[config.mk]
export PLATFORM = sky130hd
export DESIGN_NAME = charger_config_registers
export DESIGN_NICKNAME = d
export VERILOG_FILES = /design/src/core/charger_cfg_pkg.sv /design/src/core/charger_setpoint_decode.sv /design/src/core/charger_config_registers.sv
export VERILOG_INCLUDE_DIRS = /design/src /design/src/core
export SDC_FILE = /design/constraint.sdc
export NUM_CORES = 1
export LEC_CHECK = 0
export ABC_AREA = 1
export BUFFER_PORTS_ARGS = -buffer_cell sky130_fd_sc_hd__clkbuf_2
export CORE_MARGIN = 2
export CORE_UTILIZATION = 47
export DETAILED_ROUTE_END_ITERATION = 12
export PLACE_DENSITY_LB_ADDON = 0.1
export SKIP_LAST_GASP = 1
export SLEW_MARGIN = 20
export SYNTH_ARGS = -nofsm -noshare
export SYNTH_HDL_FRONTEND = slang
export SYNTH_HIERARCHICAL = 1
export SYNTH_SLANG_ARGS = --single-unit
[constraint.sdc]
create_clock -name clk_sys -period 2.9 [get_ports clk_sys]
set_input_delay 0.29 -clock clk_sys [delete_from_list [all_inputs] [get_ports clk_sys]]
set_output_delay 0.29 -clock clk_sys [all_outputs]
set_load 0.03 [all_outputs]
[src/core/charger_cfg_consts.svh]
// Overview of operation
// - Restart bit: 140 mV or 240 mV below
// - Regulation voltage bits 5:0 reset 011110
// - 20 mV steps from 3.60 V, clamped 32h
// - Registers 15h and 16h obey write lock
// - Bit 7 of 16h selects thermistor, reset 1
// - Bit 6 of 16h doubles safety timers
// - Fast timer 3/5/7/9 h, reset 01
// - Prequal timer bits 3:2, 15..60 min, reset 01
// - Beta select bits 7:5 of 17h, reset 001
// - Beta codes map 3434 through 4750
// - Thermal threshold bits 2:0 of 17h, reset 100
// - Thermal codes select 80 to 115 C
`ifndef CHARGER_CFG_CONSTS_SVH
`define CHARGER_CFG_CONSTS_SVH
`define CFG_ADDR_VOLT 8'h15
`define CFG_ADDR_TIMER 8'h16
`define CFG_ADDR_THERM 8'h17
`define CFG_RST_VOLT 8'h1E
`define CFG_RST_TIMER 8'h95
`define CFG_RST_THERM 8'h24
`define CFG_VREG_MAX_CODE 6'h32
`define CFG_VREG_BASE_MV 16'h0E10
`define CFG_VREG_STEP_MV 16'h0014
`define CFG_RESTART_LO_MV 16'h008C
`define CFG_RESTART_HI_MV 16'h00F0
`define CFG_THERM_BASE_C 8'h50
`define CFG_THERM_STEP_C 8'h05
`endif

[src/core/charger_cfg_pkg.sv]
package charger_cfg_pkg;
  typedef struct packed {
    logic we;
    logic re;
    logic [7:0] addr;
    logic [7:0] wdata;
  } reg_req_t;
  typedef struct packed {
    logic thermistor_resistance_select;
    logic safety_timer_double;
    logic [1:0] fast_charge_timer;
    logic [1:0] prequal_charge_timer;
    logic [1:0] topoff_timer;
  } timer_fields_t;
  typedef struct packed {
    logic [15:0] vreg_mv;
    logic [15:0] restart_mv;
    logic [11:0] fast_min;
    logic [7:0] prequal_min;
    logic [7:0] topoff_tenth_min;
    logic [15:0] beta;
    logic [7:0] therm_c;
    logic [6:0] therm_ua;
  } charger_setpoints_t;
endpackage

[src/core/charger_setpoint_decode.sv]
`timescale 1ns/1ps
`include "charger_cfg_consts.svh"
module charger_setpoint_decode (
  input wire logic clk_sys,
  input wire logic rst,
  input wire logic [7:0] volt_reg,
  input wire charger_cfg_pkg::timer_fields_t timer_reg,
  input wire logic [7:0] therm_reg,
  output charger_cfg_pkg::charger_setpoints_t setpoints_q
);
  charger_cfg_pkg::charger_setpoints_t setpoints_d;
  logic [5:0] code;
  logic [11:0] fast_h;
  logic [7:0] preq;

  function automatic logic [15:0] beta_of(input logic [2:0] sel);
    case (sel)
      3'h0: beta_of = 16'h0D6A;
      3'h1: beta_of = 16'h0E1A;
      3'h2: beta_of = 16'h0F5E;
      3'h3: beta_of = 16'h0F6E;
      3'h4: beta_of = 16'h1004;
      3'h5: beta_of = 16'h10D7;
      3'h6: beta_of = 16'h11BF;
      default: beta_of = 16'h128E;
    endcase
  endfunction

  always_comb
  begin
    setpoints_d = '0;
    code = (volt_reg[5:0] > `CFG_VREG_MAX_CODE) ? `CFG_VREG_MAX_CODE : volt_reg[5:0];
    setpoints_d.vreg_mv = `CFG_VREG_BASE_MV + 16'(code) * `CFG_VREG_STEP_MV;
    setpoints_d.restart_mv = setpoints_d.vreg_mv -
      (volt_reg[6] ? `CFG_RESTART_HI_MV : `CFG_RESTART_LO_MV);
    fast_h = 12'(3 + 2 * 32'(timer_reg.fast_charge_timer)) * 12'h03C;
    preq = 8'h0F * 8'(32'(timer_reg.prequal_charge_timer) + 1);
    setpoints_d.fast_min = timer_reg.safety_timer_double ? 12'(fast_h << 1) : fast_h;
    setpoints_d.prequal_min = timer_reg.safety_timer_double ? 8'(preq << 1) : preq;
    setpoints_d.topoff_tenth_min = 8'h40 * 8'(timer_reg.topoff_timer);
    setpoints_d.beta = beta_of(therm_reg[7:5]);
    setpoints_d.therm_c = `CFG_THERM_BASE_C + `CFG_THERM_STEP_C * 8'(therm_reg[2:0]);
    setpoints_d.therm_ua = timer_reg.thermistor_resistance_select ? 7'h32 : 7'h05;
  end

  always_ff @(posedge clk_sys or posedge rst)
  begin
    if (rst)
      setpoints_q <= '0;
    else
      setpoints_q <= setpoints_d;
  end
endmodule // charger_setpoint_decode

[src/core/charger_config_registers.sv]
`timescale 1ns/1ps
`include "charger_cfg_consts.svh"
module charger_config_registers (
  input wire logic clk_sys,
  input wire logic rst,
  input wire charger_cfg_pkg::reg_req_t req,
  input wire logic charger_write_lock,
  output logic [7:0] rdata_q,
  output logic rvalid_q,
  output logic [7:0] volt_ctl_q,
  output charger_cfg_pkg::timer_fields_t timer_ctl_q,
  output logic [7:0] therm_ctl_q,
  output charger_cfg_pkg::charger_setpoints_t setpoints_q
);
  ////////////////////////////////////////////////////////////////////////////
  // Register writes
  logic wr_volt;
  logic wr_timer;
  logic wr_therm;

  assign wr_volt = req.we && req.addr == `CFG_ADDR_VOLT && !charger_write_lock;
  assign wr_timer = req.we && req.addr == `CFG_ADDR_TIMER && !charger_write_lock;
  assign wr_therm = req.we && req.addr == `CFG_ADDR_THERM;

  always_ff @(posedge clk_sys or posedge rst)
  begin
    if (rst)
      volt_ctl_q <= `CFG_RST_VOLT;
    else if (wr_volt)
      volt_ctl_q <= req.wdata;
  end

  always_ff @(posedge clk_sys or posedge rst)
  begin
    if (rst)
      timer_ctl_q <= `CFG_RST_TIMER;
    else if (wr_timer)
      timer_ctl_q <= req.wdata;
  end

  always_ff @(posedge clk_sys or posedge rst)
  begin
    if (rst)
      therm_ctl_q <= `CFG_RST_THERM;
    else if (wr_therm)
      therm_ctl_q <= req.wdata;
  end

  ////////////////////////////////////////////////////////////////////////////
  // Readback; unmapped addresses read zero
  always_ff @(posedge clk_sys or posedge rst)
  begin
    if (rst)
    begin
      rdata_q <= 8'h00;
      rvalid_q <= 1'b0;
    end
    else
    begin
      rvalid_q <= req.re;
      if (req.re)
        case (req.addr)
          `CFG_ADDR_VOLT: rdata_q <= volt_ctl_q;
          `CFG_ADDR_TIMER: rdata_q <= timer_ctl_q;
          `CFG_ADDR_THERM: rdata_q <= therm_ctl_q;
          default: rdata_q <= 8'h00;
        endcase
    end
  end

  charger_setpoint_decode u_decode (
    .clk_sys(clk_sys),
    .rst(rst),
    .volt_reg(volt_ctl_q),
    .timer_reg(timer_ctl_q),
    .therm_reg(therm_ctl_q),
    .setpoints_q(setpoints_q)
  );

  ////////////////////////////////////////////////////////////////////////////
  // Checks
  property p_lock_holds_volt;
    @(posedge clk_sys) disable iff (rst)
    (charger_write_lock && req.we && req.addr == `CFG_ADDR_VOLT) |=> $stable(volt_ctl_q);
  endproperty
  a_lock_holds_volt: assert property (p_lock_holds_volt) else $error("locked volt write took");

  property p_lock_holds_timer;
    @(posedge clk_sys) disable iff (rst)
    (charger_write_lock && req.we && req.addr == `CFG_ADDR_TIMER) |=> $stable(timer_ctl_q);
  endproperty
  a_lock_holds_timer: assert property (p_lock_holds_timer) else $error("locked timer write took");

  property p_therm_ignores_lock;
    @(posedge clk_sys) disable iff (rst)
    (req.we && req.addr == `CFG_ADDR_THERM) |=> therm_ctl_q == $past(req.wdata);
  endproperty
  a_therm_ignores_lock: assert property (p_therm_ignores_lock) else $error("therm write lost");

  property p_volt_write;
    @(posedge clk_sys) disable iff (rst)
    (!charger_write_lock && req.we && req.addr == `CFG_ADDR_VOLT) |=> volt_ctl_q == $past(req.wdata);
  endproperty
  a_volt_write: assert property (p_volt_write) else $error("volt write lost");

  property p_vreg_clamp;
    @(posedge clk_sys) disable iff (rst)
    (volt_ctl_q[5:0] >= `CFG_VREG_MAX_CODE) [*2] |-> setpoints_q.vreg_mv == 16'h11F8;
  endproperty
  a_vreg_clamp: assert property (p_vreg_clamp) else $error("voltage clamp wrong");

  property p_restart_gap;
    @(posedge clk_sys) disable iff (rst)
    $stable(volt_ctl_q) |=>
      setpoints_q.vreg_mv - setpoints_q.restart_mv == ($past(volt_ctl_q[6]) ? 16'h00F0 : 16'h008C);
  endproperty
  a_restart_gap: assert property (p_restart_gap) else $error("restart gap wrong");

  property p_double_timer;
    @(posedge clk_sys) disable iff (rst)
    (timer_ctl_q.safety_timer_double && timer_ctl_q.prequal_charge_timer == 2'h0) [*2]
      |-> setpoints_q.prequal_min == 8'h1E;
  endproperty
  a_double_timer: assert property (p_double_timer) else $error("doubled prequal wrong");

  property p_therm_range;
    @(posedge clk_sys) disable iff (rst)
    ##1 (setpoints_q.therm_c >= 8'h50 && setpoints_q.therm_c <= 8'h73) || $past(rst);
  endproperty
  a_therm_range: assert property (p_therm_range) else $error("thermal threshold range");

  property p_read_answer;
    @(posedge clk_sys) disable iff (rst)
    (req.re && req.addr == `CFG_ADDR_TIMER) |=> rvalid_q && rdata_q == $past(timer_ctl_q);
  endproperty
  a_read_answer: assert property (p_read_answer) else $error("timer readback wrong");

  property p_timer_write;
    @(posedge clk_sys) disable iff (rst)
    (!charger_write_lock && req.we && req.addr == `CFG_ADDR_TIMER) |=> timer_ctl_q == $past(req.wdata);
  endproperty
  a_timer_write: assert property (p_timer_write) else $error("timer write lost");

  property p_volt_only_by_write;
    @(posedge clk_sys) disable iff (rst)
    !(req.we && !charger_write_lock && req.addr == `CFG_ADDR_VOLT) |=> $stable(volt_ctl_q);
  endproperty
  a_volt_only_by_write: assert property (p_volt_only_by_write) else $error("volt changed without write");

  property p_timer_only_by_write;
    @(posedge clk_sys) disable iff (rst)
    !(req.we && !charger_write_lock && req.addr == `CFG_ADDR_TIMER) |=> $stable(timer_ctl_q);
  endproperty
  a_timer_only_by_write: assert property (p_timer_only_by_write) else $error("timer changed without write");

  property p_therm_only_by_write;
    @(posedge clk_sys) disable iff (rst)
    !(req.we && req.addr == `CFG_ADDR_THERM) |=> $stable(therm_ctl_q);
  endproperty
  a_therm_only_by_write: assert property (p_therm_only_by_write) else $error("therm changed without write");

  property p_reset_volt;
    @(posedge clk_sys) disable iff (rst)
    $fell(rst) |-> volt_ctl_q == 8'h1E;
  endproperty
  a_reset_volt: assert property (p_reset_volt) else $error("volt reset value wrong");

  property p_reset_timer;
    @(posedge clk_sys) disable iff (rst)
    $fell(rst) |-> timer_ctl_q == 8'h95;
  endproperty
  a_reset_timer: assert property (p_reset_timer) else $error("timer reset value wrong");

  property p_reset_therm;
    @(posedge clk_sys) disable iff (rst)
    $fell(rst) |-> therm_ctl_q == 8'h24;
  endproperty
  a_reset_therm: assert property (p_reset_therm) else $error("therm reset value wrong");

  property p_rvalid_pulse;
    @(posedge clk_sys) disable iff (rst)
    1'b1 |=> rvalid_q == $past(req.re);
  endproperty
  a_rvalid_pulse: assert property (p_rvalid_pulse) else $error("read valid timing wrong");

  property p_read_volt;
    @(posedge clk_sys) disable iff (rst)
    (req.re && req.addr == `CFG_ADDR_VOLT) |=> rdata_q == $past(volt_ctl_q);
  endproperty
  a_read_volt: assert property (p_read_volt) else $error("volt readback wrong");

  property p_read_therm;
    @(posedge clk_sys) disable iff (rst)
    (req.re && req.addr == `CFG_ADDR_THERM) |=> rdata_q == $past(therm_ctl_q);
  endproperty
  a_read_therm: assert property (p_read_therm) else $error("therm readback wrong");

  property p_vreg_linear;
    @(posedge clk_sys) disable iff (rst)
    (volt_ctl_q[5:0] <= 6'h32) |=>
      setpoints_q.vreg_mv == 16'h0E10 + 16'h0014 * {10'h000, $past(volt_ctl_q[5:0])};
  endproperty
  a_vreg_linear: assert property (p_vreg_linear) else $error("regulation voltage step wrong");

  property p_fast_timer;
    @(posedge clk_sys) disable iff (rst)
    !timer_ctl_q.safety_timer_double |=>
      setpoints_q.fast_min == 12'h0B4 + 12'h078 * {10'h000, $past(timer_ctl_q.fast_charge_timer)};
  endproperty
  a_fast_timer: assert property (p_fast_timer) else $error("fast timer wrong");

  property p_fast_double;
    @(posedge clk_sys) disable iff (rst)
    timer_ctl_q.safety_timer_double |=>
      setpoints_q.fast_min == 12'h168 + 12'h0F0 * {10'h000, $past(timer_ctl_q.fast_charge_timer)};
  endproperty
  a_fast_double: assert property (p_fast_double) else $error("doubled fast timer wrong");

  property p_prequal_timer;
    @(posedge clk_sys) disable iff (rst)
    !timer_ctl_q.safety_timer_double |=>
      setpoints_q.prequal_min == 8'h0F + 8'h0F * {6'h00, $past(timer_ctl_q.prequal_charge_timer)};
  endproperty
  a_prequal_timer: assert property (p_prequal_timer) else $error("prequal timer wrong");

  property p_topoff;
    @(posedge clk_sys) disable iff (rst)
    1'b1 |=> setpoints_q.topoff_tenth_min == 8'h40 * {6'h00, $past(timer_ctl_q.topoff_timer)};
  endproperty
  a_topoff: assert property (p_topoff) else $error("top-off timer wrong");

  property p_bias;
    @(posedge clk_sys) disable iff (rst)
    1'b1 |=> setpoints_q.therm_ua == ($past(timer_ctl_q.thermistor_resistance_select) ? 7'h32 : 7'h05);
  endproperty
  a_bias: assert property (p_bias) else $error("thermistor bias wrong");

  property p_therm_step;
    @(posedge clk_sys) disable iff (rst)
    1'b1 |=> setpoints_q.therm_c == 8'h50 + 8'h05 * {5'h00, $past(therm_ctl_q[2:0])};
  endproperty
  a_therm_step: assert property (p_therm_step) else $error("thermal threshold step wrong");

  property p_beta_ends;
    @(posedge clk_sys) disable iff (rst)
    (therm_ctl_q[7:5] == 3'h0 |=> setpoints_q.beta == 16'h0D6A) and
    (therm_ctl_q[7:5] == 3'h7 |=> setpoints_q.beta == 16'h128E);
  endproperty
  a_beta_ends: assert property (p_beta_ends) else $error("beta end codes wrong");
endmodule // charger_config_registers

==> results of run 1 <==
## layout make-up
type                    count  area, um^2  area share (%)
clock buffers              13         149            2.55
multi-input cells         299        2000            34.2
inverters                  70         267            4.57
flip-flops and latches     97        2440            41.9
clock inverters             3        42.5           0.729
repair buffers            142         773            13.3
well taps                 133         166            2.85
## power by group through the flow
stage / logic (mW) / registers [mW] / clock network, mW
global placement: 0.537 / 1.51 / 0
global route: 0.614 / 1.49 / 0.946
CTS: 0.549 / 1.48 / 0.887
finish: 0.570 / 1.48 / 0.855
detailed placement: 0.545 / 1.51 / 0
floorplan: 0.243 / 1.67 / 0
## layer usage
metal,global-route usage [%],up-vias
met4,7.81,0
li1,-,1728
met5,0,-
met1,25.3,1612
met3,3.49,17
met2,28.5,122
## path summary, 6_finish.rpt
| kind | start | to | cells after the start |
|---|---|---|---|
| worst min-delay path | req[16] | rvalid_q | 1 |
| worst max-delay path | volt_ctl_q[1] | u_decode/setpoints_q[69] | 18 |
| worst min register to register | timer_ctl_q[0] | u_decode/setpoints_q[37] | 0 |
| min in group asynchronous | rst | u_decode/setpoints_q[87] | 3 |
| worst max register to register | volt_ctl_q[1] | u_decode/setpoints_q[69] | 18 |
| max in group asynchronous | rst | timer_ctl_q[7] | 4 |
## layout by cell type, fill, tap and decap left out, drive strengths merged, types with 8 or more instances in the layout
cell type,instances
nor2,27
inv,68
nand3,45
buf,18
dfstp,10
nand2,105
o21ai,28
ha,26
conb,23
xnor2,8
clkbuf,136
a21oi,12
o21a,8
dfrtp,87
## state kept, by name, indices dropped and copies added, names as in the netlist
register	cells
rdata_q	8
u_decode/setpoints_q	64
therm_ctl_q	8
volt_ctl_q	8
rvalid_q	1
timer_ctl_q	8
## kinds of logic after synthesis
kind of cell	after synthesis	share of synthesized area (%)
AND/OR/NAND/NOR	181	19.7
other	2	0.157
buffers and inverters	106	11.2
AO/OA/AOI/OAI	51	6.71
XOR/XNOR	13	2.54
multiplexers	2	0.420
adder cells (fa/ha/maj)	29	8.08
flip-flops	97	51.1
## timing repair
action	in CTS	in global routing
setup buffers	2	4
hold endpoints to repair	22	0
cloned	0	0
gates resized for setup	1	18
hold buffers	1	0
pin swaps	7	6
endpoints found under the setup margin	4	7
==> metrics.csv, run 1 <==
stage,metric,value,unit
outcome,outcome,"finished, final reports clean",
floorplan,Core Region,0.00982,mm^2
route,Post-Route M1 WL,4550,um
global_route,global-route wire length before repair,16100,um
global_route,antenna violations before repair,0,
sta,hold_ws,0.187,ns
clocking,CTS Sinks,97,
synth,most common cell in the synthesized netlist,nand2_1,
route,drt pass-1 iters,4,
placed_design,"Cell Area, Placed",0.00550,mm^2
clocking,CTS tree,built,
route,DR top layer,met4,
synth,Synth cell types,41,
placed_design,Port Buffers,123,
pwr,sw frac,30.4,%
synth,area of the mapped netlist,0.00477,mm^2
critical_path,Worst EP arrival,3.08,ns
floorplan,Die W,105,um
floorplan,die area,0.0110,mm^2
route,Routed Antenna Nets,0,
synth,Synth area leader,dfrtp_1,
sta,final setup vio count,0,
floorplan,Initial Util,48.6,%
synth,number of synthesized flops with an enable pin,0,
run,Max-cap violations,0,
clocking,root buffer cell,clkbuf_8,
placed_design,pre-CTS setup slack,-0.0212,ns
synth,main area contributors after synthesis,"dfrtp_1, nand2_1, ha_1, dfstp_2, inv_1",
sta,Clock Skews,0.00551,ns
critical_path,Crit path buffers/inverters,3,
pwr,internal power,2.02,mW
critical_path,CP max stage cell,dfstp_2,
sta,RSZ-0062 raised after global routing,yes,
min_path,Worst Hold Class,input pin to register,
synth,Main synth FF type,dfrtp_1,
pwr,Pwr Total,2.91,mW
synth,Cells after Synth,481,
critical_path,CP Max Fanout,4,
critical_path,required time worst endpoint,3.14,ns
global_route,vias in the first global route,3286,
global_route,largest net degree at the start of global routing,43,
critical_path,worst path cell trace,"nand2_2, nand2_2, nand2_4, inv_4, nor2_4, inv_2, ha_4, ha_4, inv_2, fa_2, xnor2_2, ha_4, nand2_2, nand2_2, nand3_1, nand2_2, o21ai_1, nand2_1",
clocking,clk slew on worst S/H paths,0.09,ns
pwr,PD cells,498,mW/mm^2
synth,sequential area share after synthesis,51.1,%
critical_path,"Top cell by count, worst path",nand2_2,
critical_path,slowest cell delay on critical path,0.54,ns
route,routed len/inst,13.0,um
route,routed wl met3,503,um
sta,Final WS setup,0.0669,ns
sta,Slew HR,54.8,%
floorplan,IO Count,145,
floorplan,Die Ht,105,um
sta,fin crit period,2.83,ns
synth,synthesized area per cell,9.92,um^2
synth,Synth top cells by count,"nand2_1, dfrtp_1, inv_1",
finish,P&R area growth vs syn,22.3,%
synth,Synth warnings,6,
finish,Final Cell Area,0.00584,mm^2
route,Residual DRC,0,
finish,layout cell share with drive strength beyond 1,37.5,%
placed_design,placed insts,734,
critical_path,Setup crit start kind,register,
finish,Layout Cells excl Fill,757,
synth,Yosys top cell area share,45.6,%
sta,fmax,353,MHz
pwr,sequential share of power,51.0,%
finish,Total Nets Final,669,
global_route,global route overflow,0,
pwr,leakage,3.17,nW
sta,worst-margin pin slew,0.677,ns
pwr,maximum vdd drop,0.278,mV
global_route,GR Util All Layers,18.4,%
synth,Async SR Flop Fraction,100,%
synth,"flops & latches, synth",97,
finish,fillers,916,
finish,fin util,59.4,%
critical_path,CP Capture Type,register,
placed_design,GP Congestion,0.835,
critical_path,Crit path max-delay family,adder cells,
floorplan,standard-cell rows,36,
critical_path,Worst R2R Setup Slack,0.07,ns
sta,Slew Limit Fails,0,
clocking,Clock Tree Buf Depth,2,
clocking,CTS Buf Count,9,
critical_path,CP Class,register to register,
route,WL final,9820,um
pwr,switching power,0.883,mW
route,vias,3479,
placed_design,Post-DP HPWL,7470,um
finish,# diodes,0,
sta,final hold violation count,0,
clocking,"Clk Latency, worst-skew pair",0.35,ns
sta,period utilization,97.7,%
route,vias per inst,4.60,
clocking,# H-tree levels,3,
sta,setup total negative slack,0,ns
pwr,Comb pwr share,19.6,%
route,met2 wire length,4540,um
pwr,clock share of power,29.4,%
route,initial DRC count,120,
(Power assumes the default switching activity.)
==> inputs of run 2 (changes only) <==
--- a/config.mk
+++ b/config.mk
@@ -7,10 +7,12 @@
 export NUM_CORES = 1
 export LEC_CHECK = 0
 export ABC_AREA = 1
+export ABC_CLOCK_PERIOD_IN_PS = 2900
 export BUFFER_PORTS_ARGS = -buffer_cell sky130_fd_sc_hd__clkbuf_2
 export CORE_MARGIN = 2
 export CORE_UTILIZATION = 47
 export DETAILED_ROUTE_END_ITERATION = 12
+export MAX_ROUTING_LAYER = met4
 export PLACE_DENSITY_LB_ADDON = 0.1
 export SKIP_LAST_GASP = 1
 export SLEW_MARGIN = 20
==> metrics.csv, run 2 (same netlist as run 1, synthesis figures left out) <==
stage,metric,value,unit,change
outcome,outcome,"finished, final reports clean",,unchanged
finish,Reg with most FFs,u_decode/setpoints_q,,unchanged
critical_path,required time worst endpoint,3.15,ns,was 3.14 ns
finish,layout cell share with drive strength beyond 1,37.5,%,unchanged
global_route,largest net degree at the start of global routing,43,,unchanged
floorplan,Core Region,0.00982,mm^2,unchanged
floorplan,Die W,105,um,unchanged
clocking,CTS Sinks,97,,unchanged
global_route,global-route wire length before repair,16100,um,about the same
placed_design,placed insts,734,,unchanged
sta,hold_ws,0.183,ns,was 0.187 ns
min_path,Worst Hold Class,input pin to register,,unchanged
critical_path,Setup crit start kind,register,,unchanged
clocking,Clock Tree Buf Depth,2,,unchanged
floorplan,Initial Util,48.6,%,unchanged
pwr,maximum vdd drop,0.277,mV,was 0.278 mV
sta,period utilization,97.7,%,about the same
finish,Final Cell Area,0.00584,mm^2,unchanged
pwr,sw frac,30.5,%,was 30.4%
floorplan,IO Count,145,,unchanged
finish,# diodes,0,,unchanged
route,drt pass-1 iters,4,,unchanged
critical_path,CP Class,register to register,,unchanged
route,Residual DRC,0,,unchanged
finish,fin util,59.4,%,unchanged
sta,RSZ-0062 raised after global routing,yes,,unchanged
sta,fin crit period,2.83,ns,about the same
sta,Clock Skews,0.00558,ns,was 0.00551 ns
critical_path,CP Capture Type,register,,unchanged
sta,worst-margin pin slew,0.673,ns,was 0.677 ns
clocking,CTS tree,built,,unchanged
finish,"commonest cells after routing, fill and taps aside","clkbuf_2, nand2_1, dfrtp_1",,unchanged
route,vias,3473,,was 3479
finish,max reg flops,64,,unchanged
critical_path,slowest cell delay on critical path,0.54,ns,about the same
placed_design,Port Buffers,123,,unchanged
clocking,CTS Buf Count,9,,unchanged
route,routed len/inst,13.0,um,about the same
sta,fmax,353,MHz,about the same
critical_path,Worst EP arrival,3.08,ns,about the same
critical_path,CP Max Fanout,4,,unchanged
clocking,# H-tree levels,3,,unchanged
global_route,global route overflow,0,,unchanged
finish,"commonest non-fill, non-tap cell in the layout",clkbuf_2,,unchanged
finish,fillers,916,,unchanged
route,Routed Antenna Nets,0,,unchanged
global_route,GR Util All Layers,18.9,%,was 18.4%
floorplan,standard-cell rows,36,,unchanged
finish,Register Area,0.00244,mm^2,unchanged
critical_path,CP max stage cell,dfstp_2,,unchanged
finish,Layout Cells excl Fill,757,,unchanged
route,WL final,9810,um,was 9820 um
placed_design,"Cell Area, Placed",0.00550,mm^2,unchanged
pwr,PD cells,499,mW/mm^2,was 498 mW/mm^2
placed_design,GP Congestion,0.848,,was 0.835
pwr,switching power,0.886,mW,was 0.883 mW
critical_path,"Top cell by count, worst path",nand2_2,,unchanged
sta,final hold violation count,0,,unchanged
pwr,leakage,3.17,nW,unchanged
pwr,sequential share of power,50.9,%,was 51.0%
pwr,internal power,2.02,mW,about the same
clocking,"Clk Latency, worst-skew pair",0.35,ns,about the same
finish,multi-input logic area,0.00200,mm^2,unchanged
critical_path,worst path cell trace,"nand2_2, nand2_2, nand2_4, inv_4, nor2_4, inv_2, ha_4, ha_4, inv_2, fa_2, xnor2_2, ha_4, nand2_2, nand2_2, nand3_1, nand2_2, o21ai_1, nand2_1",,unchanged
pwr,Pwr Total,2.91,mW,about the same
floorplan,die area,0.0110,mm^2,unchanged
placed_design,Post-DP HPWL,7470,um,unchanged
sta,Slew HR,55.1,%,was 54.8%
pwr,Comb pwr share,19.6,%,about the same
route,vias per inst,4.59,,was 4.60
pwr,clock share of power,29.5,%,was 29.4%
finish,Total Nets Final,669,,unchanged
finish,P&R area growth vs syn,22.3,%,unchanged
clocking,root buffer cell,clkbuf_8,,unchanged
global_route,antenna violations before repair,0,,unchanged
sta,final setup vio count,0,,unchanged
global_route,vias in the first global route,3287,,was 3286
sta,Slew Limit Fails,0,,unchanged
clocking,clk slew on worst S/H paths,0.09,ns,about the same
route,initial DRC count,113,,was 120
floorplan,Die Ht,105,um,unchanged
run,Max-cap violations,0,,unchanged
-- run 2: what timing repair did --
item | 4_1_cts | 5_1_grt
hold endpoints to repair | 22 | 0
pin swaps | 7 | 6
setup buffers | 2 | 4
resized for setup | 1 | 18
hold buffers | 1 | 0
setup endpoints to repair | 4 | 7
-- run 2: routing by layer --
layer	global-route usage, %	part of all wire, %	up-vias
met5	-	0	-
met4	7.81	2.2	0
met3	3.24	5.1	18
met2	28.5	47	112
met1	25.4	46	1616
li1	-	-	1727
-- run 2: worst paths after layout --
| check | startpoint | endpoint | slack (ns) | cells past startpoint |
|---|---|---|---|---|
| hold / removal | req[16] | rvalid_q | 0.18 | 1 |
| setup reg to reg | volt_ctl_q[1] | u_decode/setpoints_q[69] | 0.07 | 18 |
| setup / recovery | volt_ctl_q[1] | u_decode/setpoints_q[69] | 0.07 | 18 |
| max in group asynchronous | rst | timer_ctl_q[7] | 1.56 | 4 |
| hold reg to reg | timer_ctl_q[0] | u_decode/setpoints_q[37] | 0.43 | 0 |
| min in group asynchronous | rst | u_decode/setpoints_q[87] | 0.52 | 3 |
-- run 2: final cells by class --
type                            count  area share [%]
Multi-Input combinational cell    299            34.2
Clock inverter                      3           0.729
Timing Repair Buffer              142            13.3
Inverter                           70            4.57
Sequential cell                    97            41.9
Clock buffer                       13            2.55
Tap cell                          133            2.85
-- run 2: per-stage QoR --
stage | worst slack (ns) | setup TNS (ns)
after floorplan | -0.117 | -0.418
after global placement | 0.0342 | 0
after detailed placement | -0.0212 | -0.0570
after CTS | 0.0152 | 0
after global routing | -0.0681 | -0.305
final | 0.0668 | 0
-- run 2: worst max-delay path: cells and delay by family (launching register included) --
family,cells,cell delay [ns]
XOR/XNOR,1,0.23
AO/OA/AOI/OAI,1,0.12
adder cells (fa/ha/maj),4,1.08
AND/OR/NAND/NOR,9,0.58
flip-flops,1,0.54
buffers and inverters,3,0.18
-- run 2: power by group through the flow --
stage | logic (mW) | clock network (mW) | registers, mW
3_5_place_dp | 0.545 | 0 | 1.51
2_1_floorplan | 0.243 | 0 | 1.67
4_1_cts | 0.549 | 0.887 | 1.48
5_1_grt | 0.614 | 0.945 | 1.49
6_report | 0.570 | 0.858 | 1.48
3_3_place_gp | 0.537 | 0 | 1.51
==> inputs of run 3 (changes only) <==
--- a/config.mk
+++ b/config.mk
@@ -11,6 +11,7 @@
 export BUFFER_PORTS_ARGS = -buffer_cell sky130_fd_sc_hd__clkbuf_2
 export CORE_MARGIN = 2
 export CORE_UTILIZATION = 47
+export CTS_BUF_LIST = sky130_fd_sc_hd__clkbuf_16
 export DETAILED_ROUTE_END_ITERATION = 12
 export MAX_ROUTING_LAYER = met4
 export PLACE_DENSITY_LB_ADDON = 0.1
==> metrics.csv, run 3 (same netlist as run 1, synthesis figures left out) <==
stage,metric,value,unit,change
outcome,outcome,"complete, but fails checks",,"was finished, final reports clean"
outcome,failing checks,"hold timing, setup timing",,
critical_path,CP Max Fanout,4,,unchanged
route,drt pass-1 iters,4,,unchanged
pwr,maximum vdd drop,0.272,mV,was 0.277 mV
clocking,CTS tree,built,,unchanged
global_route,vias in the first global route,3295,,was 3287
route,routed wl met3,518,um,was 505 um
critical_path,Setup crit start kind,register,,unchanged
sta,worst-margin pin slew,0.678,ns,was 0.673 ns
floorplan,Die W,105,um,unchanged
critical_path,CP Capture Type,register,,unchanged
route,WL final,9980,um,was 9810 um
floorplan,Core Region,0.00982,mm^2,unchanged
sta,hold_ws,-0.00225,ns,was 0.183 ns
critical_path,worst path cell trace,"nand2_2, nand2_2, nand2_4, inv_4, nor2_4, inv_2, ha_4, ha_4, inv_2, fa_2, xnor2_2, ha_4, a21oi_2, nand2_2, nand3_2, nand2_2, nor2_1, nand2_1, nand2_1",,"was nand2_2, nand2_2, nand2_4, inv_4, nor2_4, inv_2, ha_4, ha_4, inv_2, fa_2, xnor2_2, ha_4, nand2_2, nand2_2, nand3_1, nand2_2, o21ai_1, nand2_1"
floorplan,standard-cell rows,36,,unchanged
finish,# diodes,0,,unchanged
finish,P&R area growth vs syn,24.4,%,was 22.3%
route,vias,3518,,was 3473
finish,"commonest cells after routing, fill and taps aside","clkbuf_2, nand2_1, dfrtp_1",,unchanged
critical_path,required time worst endpoint,3.18,ns,was 3.15 ns
critical_path,Worst EP arrival,3.18,ns,was 3.08 ns
sta,fin crit period,2.90,ns,was 2.83 ns
route,Post-Route M1 WL,4580,um,was 4500 um
run,Max-cap violations,0,,unchanged
route,Residual DRC,0,,unchanged
critical_path,CP Class,register to register,,unchanged
min_path,Worst Hold Class,input pin to asynchronous set/reset pin,,was input pin to register
placed_design,GP Congestion,0.848,,unchanged
pwr,PD cells,539,mW/mm^2,was 499 mW/mm^2
sta,Clock Skews,0.00473,ns,was 0.00558 ns
floorplan,Die Ht,105,um,unchanged
route,DR top layer,met4,,unchanged
clocking,Clock Tree Buf Depth,2,,unchanged
route,vias per inst,4.64,,was 4.59
sta,fmax,344,MHz,was 353 MHz
clocking,"Clk Latency, worst-skew pair",0.33,ns,was 0.35 ns
route,routed len/inst,13.2,um,was 13.0 um
global_route,global route overflow,0,,unchanged
sta,RSZ-0062 raised after global routing,yes,,unchanged
global_route,GR Util All Layers,19.1,%,was 18.9%
floorplan,IO Count,145,,unchanged
clocking,CTS Sinks,97,,unchanged
floorplan,Initial Util,48.6,%,unchanged
finish,fin util,60.4,%,was 59.4%
route,initial DRC count,95,,was 113
global_route,antenna violations before repair,0,,unchanged
sta,Final WS setup,-0.00480,ns,was 0.0668 ns
global_route,global-route wire length before repair,16200,um,was 16100 um
placed_design,Port Buffers,123,,unchanged
finish,layout cell share with drive strength beyond 1,37.6,%,was 37.5%
sta,final setup vio count,1,,was 0
finish,fillers,901,,was 916
finish,Total Nets Final,670,,was 669
clocking,root buffer cell,clkbuf_16,,was clkbuf_8
finish,Layout Cells excl Fill,758,,was 757
critical_path,slowest cell delay on critical path,0.53,ns,was 0.54 ns
critical_path,Worst Reg-to-Reg Cells,19,,was 18
sta,period utilization,100,%,was 97.7%
placed_design,placed insts,734,,unchanged
global_route,largest net degree at the start of global routing,43,,unchanged
finish,"commonest non-fill, non-tap cell in the layout",clkbuf_2,,unchanged
sta,final hold violation count,2,,was 0
finish,Reg with most FFs,u_decode/setpoints_q,,unchanged
clocking,CTS Hold Bufs,0,,was 1
clocking,CTS Buf Count,9,,unchanged
clocking,clk slew on worst S/H paths,0.06,ns,was 0.09 ns
route,Routed Antenna Nets,0,,unchanged
critical_path,"Top cell by count, worst path",nand2_2,,unchanged
floorplan,die area,0.0110,mm^2,unchanged
placed_design,Post-DP HPWL,7470,um,unchanged
clocking,# H-tree levels,3,,unchanged
critical_path,CP max stage cell,dfstp_2,,unchanged
sta,Slew HR,54.8,%,was 55.1%
sta,Slew Limit Fails,0,,unchanged
finish,max reg flops,64,,unchanged
pwr,leakage,3.23,nW,was 3.17 nW
route,met2 wire length,4640,um,was 4590 um
-- run 3: worst paths after layout --
kind / end / slack [ns] / start
max: u_decode/setpoints_q[70] / -0.005 / volt_ctl_q[1]
min: u_decode/setpoints_q[79] / -0.002 / rst
max reg2reg: u_decode/setpoints_q[70] / -0.005 / volt_ctl_q[1]
min reg2reg: u_decode/setpoints_q[37] / 0.42 / timer_ctl_q[0]
max in group asynchronous: timer_ctl_q[7] / 2.09 / rst
min in group clk_sys: rvalid_q / 0.20 / req[16]
-- run 3: metal layers --
metal,global-route usage [%],up-vias
met1,25.4,1640
met2,28.3,121
li1,-,1737
met5,-,-
met4,6.95,0
met3,4.87,20
-- run 3: cell type report --
| type | count | area [um^2] | area share (%) |
|---|---|---|---|
| Clock inverter | 7 | 57.6 | 0.970 |
| Inverter | 70 | 267 | 4.49 |
| Clock buffer | 9 | 225 | 3.79 |
| Tap cell | 133 | 166 | 2.80 |
| Multi-Input combinational cell | 299 | 2000 | 33.6 |
| Timing Repair Buffer | 143 | 782 | 13.2 |
| Sequential cell | 97 | 2440 | 41.1 |
-- run 3: through the flow --
| stage | instance area (um^2) | setup WS, ns | setup TNS [ns] | total power [mW] | hold WS, ns |
|---|---|---|---|---|---|
| 3_5_place_dp | 5500 | -0.0212 | -0.0570 | 2.05 | 0.366 |
| 6_report | 5940 | -0.00480 | -0.00480 | 3.20 | -0.00225 |
| 3_3_place_gp | 5500 | 0.0342 | 0 | 2.05 | 0.371 |
| 5_1_grt | 5940 | -0.109 | -0.460 | 3.34 | 0.0290 |
| 4_1_cts | 5800 | 0.00942 | 0 | 3.19 | 0.00477 |
| 2_1_floorplan | 4890 | -0.117 | -0.418 | 1.92 | 0.321 |
-- run 3: repair_timing --
item,CTS,global route
endpoints found under the setup margin,4,7
pin swaps,7,9
buffers inserted,2,6
gates resized for setup,1,19
-- run 3: critical path: cells and delay by family, from the launching register on --
kind | cells | cell delay (ns)
adders and majority gates | 4 | 1.09
buffers and inverters | 3 | 0.18
DFF | 1 | 0.53
xor gates and xnor gates | 1 | 0.25
AOI/OAI and AO/OA | 1 | 0.14
and+or+nand+nor | 10 | 0.66
-- run 3: where the power goes --
| group | total, mW | leakage (nW) | internal, mW | switching (mW) |
|---|---|---|---|---|
| clock | 1.13 | 0.147 | 0.655 | 0.476 |
| combinational | 0.583 | 1.91 | 0.172 | 0.411 |
| sequential | 1.48 | 1.17 | 1.44 | 0.0450 |
| total | 3.20 | 3.23 | 2.27 | 0.932 |
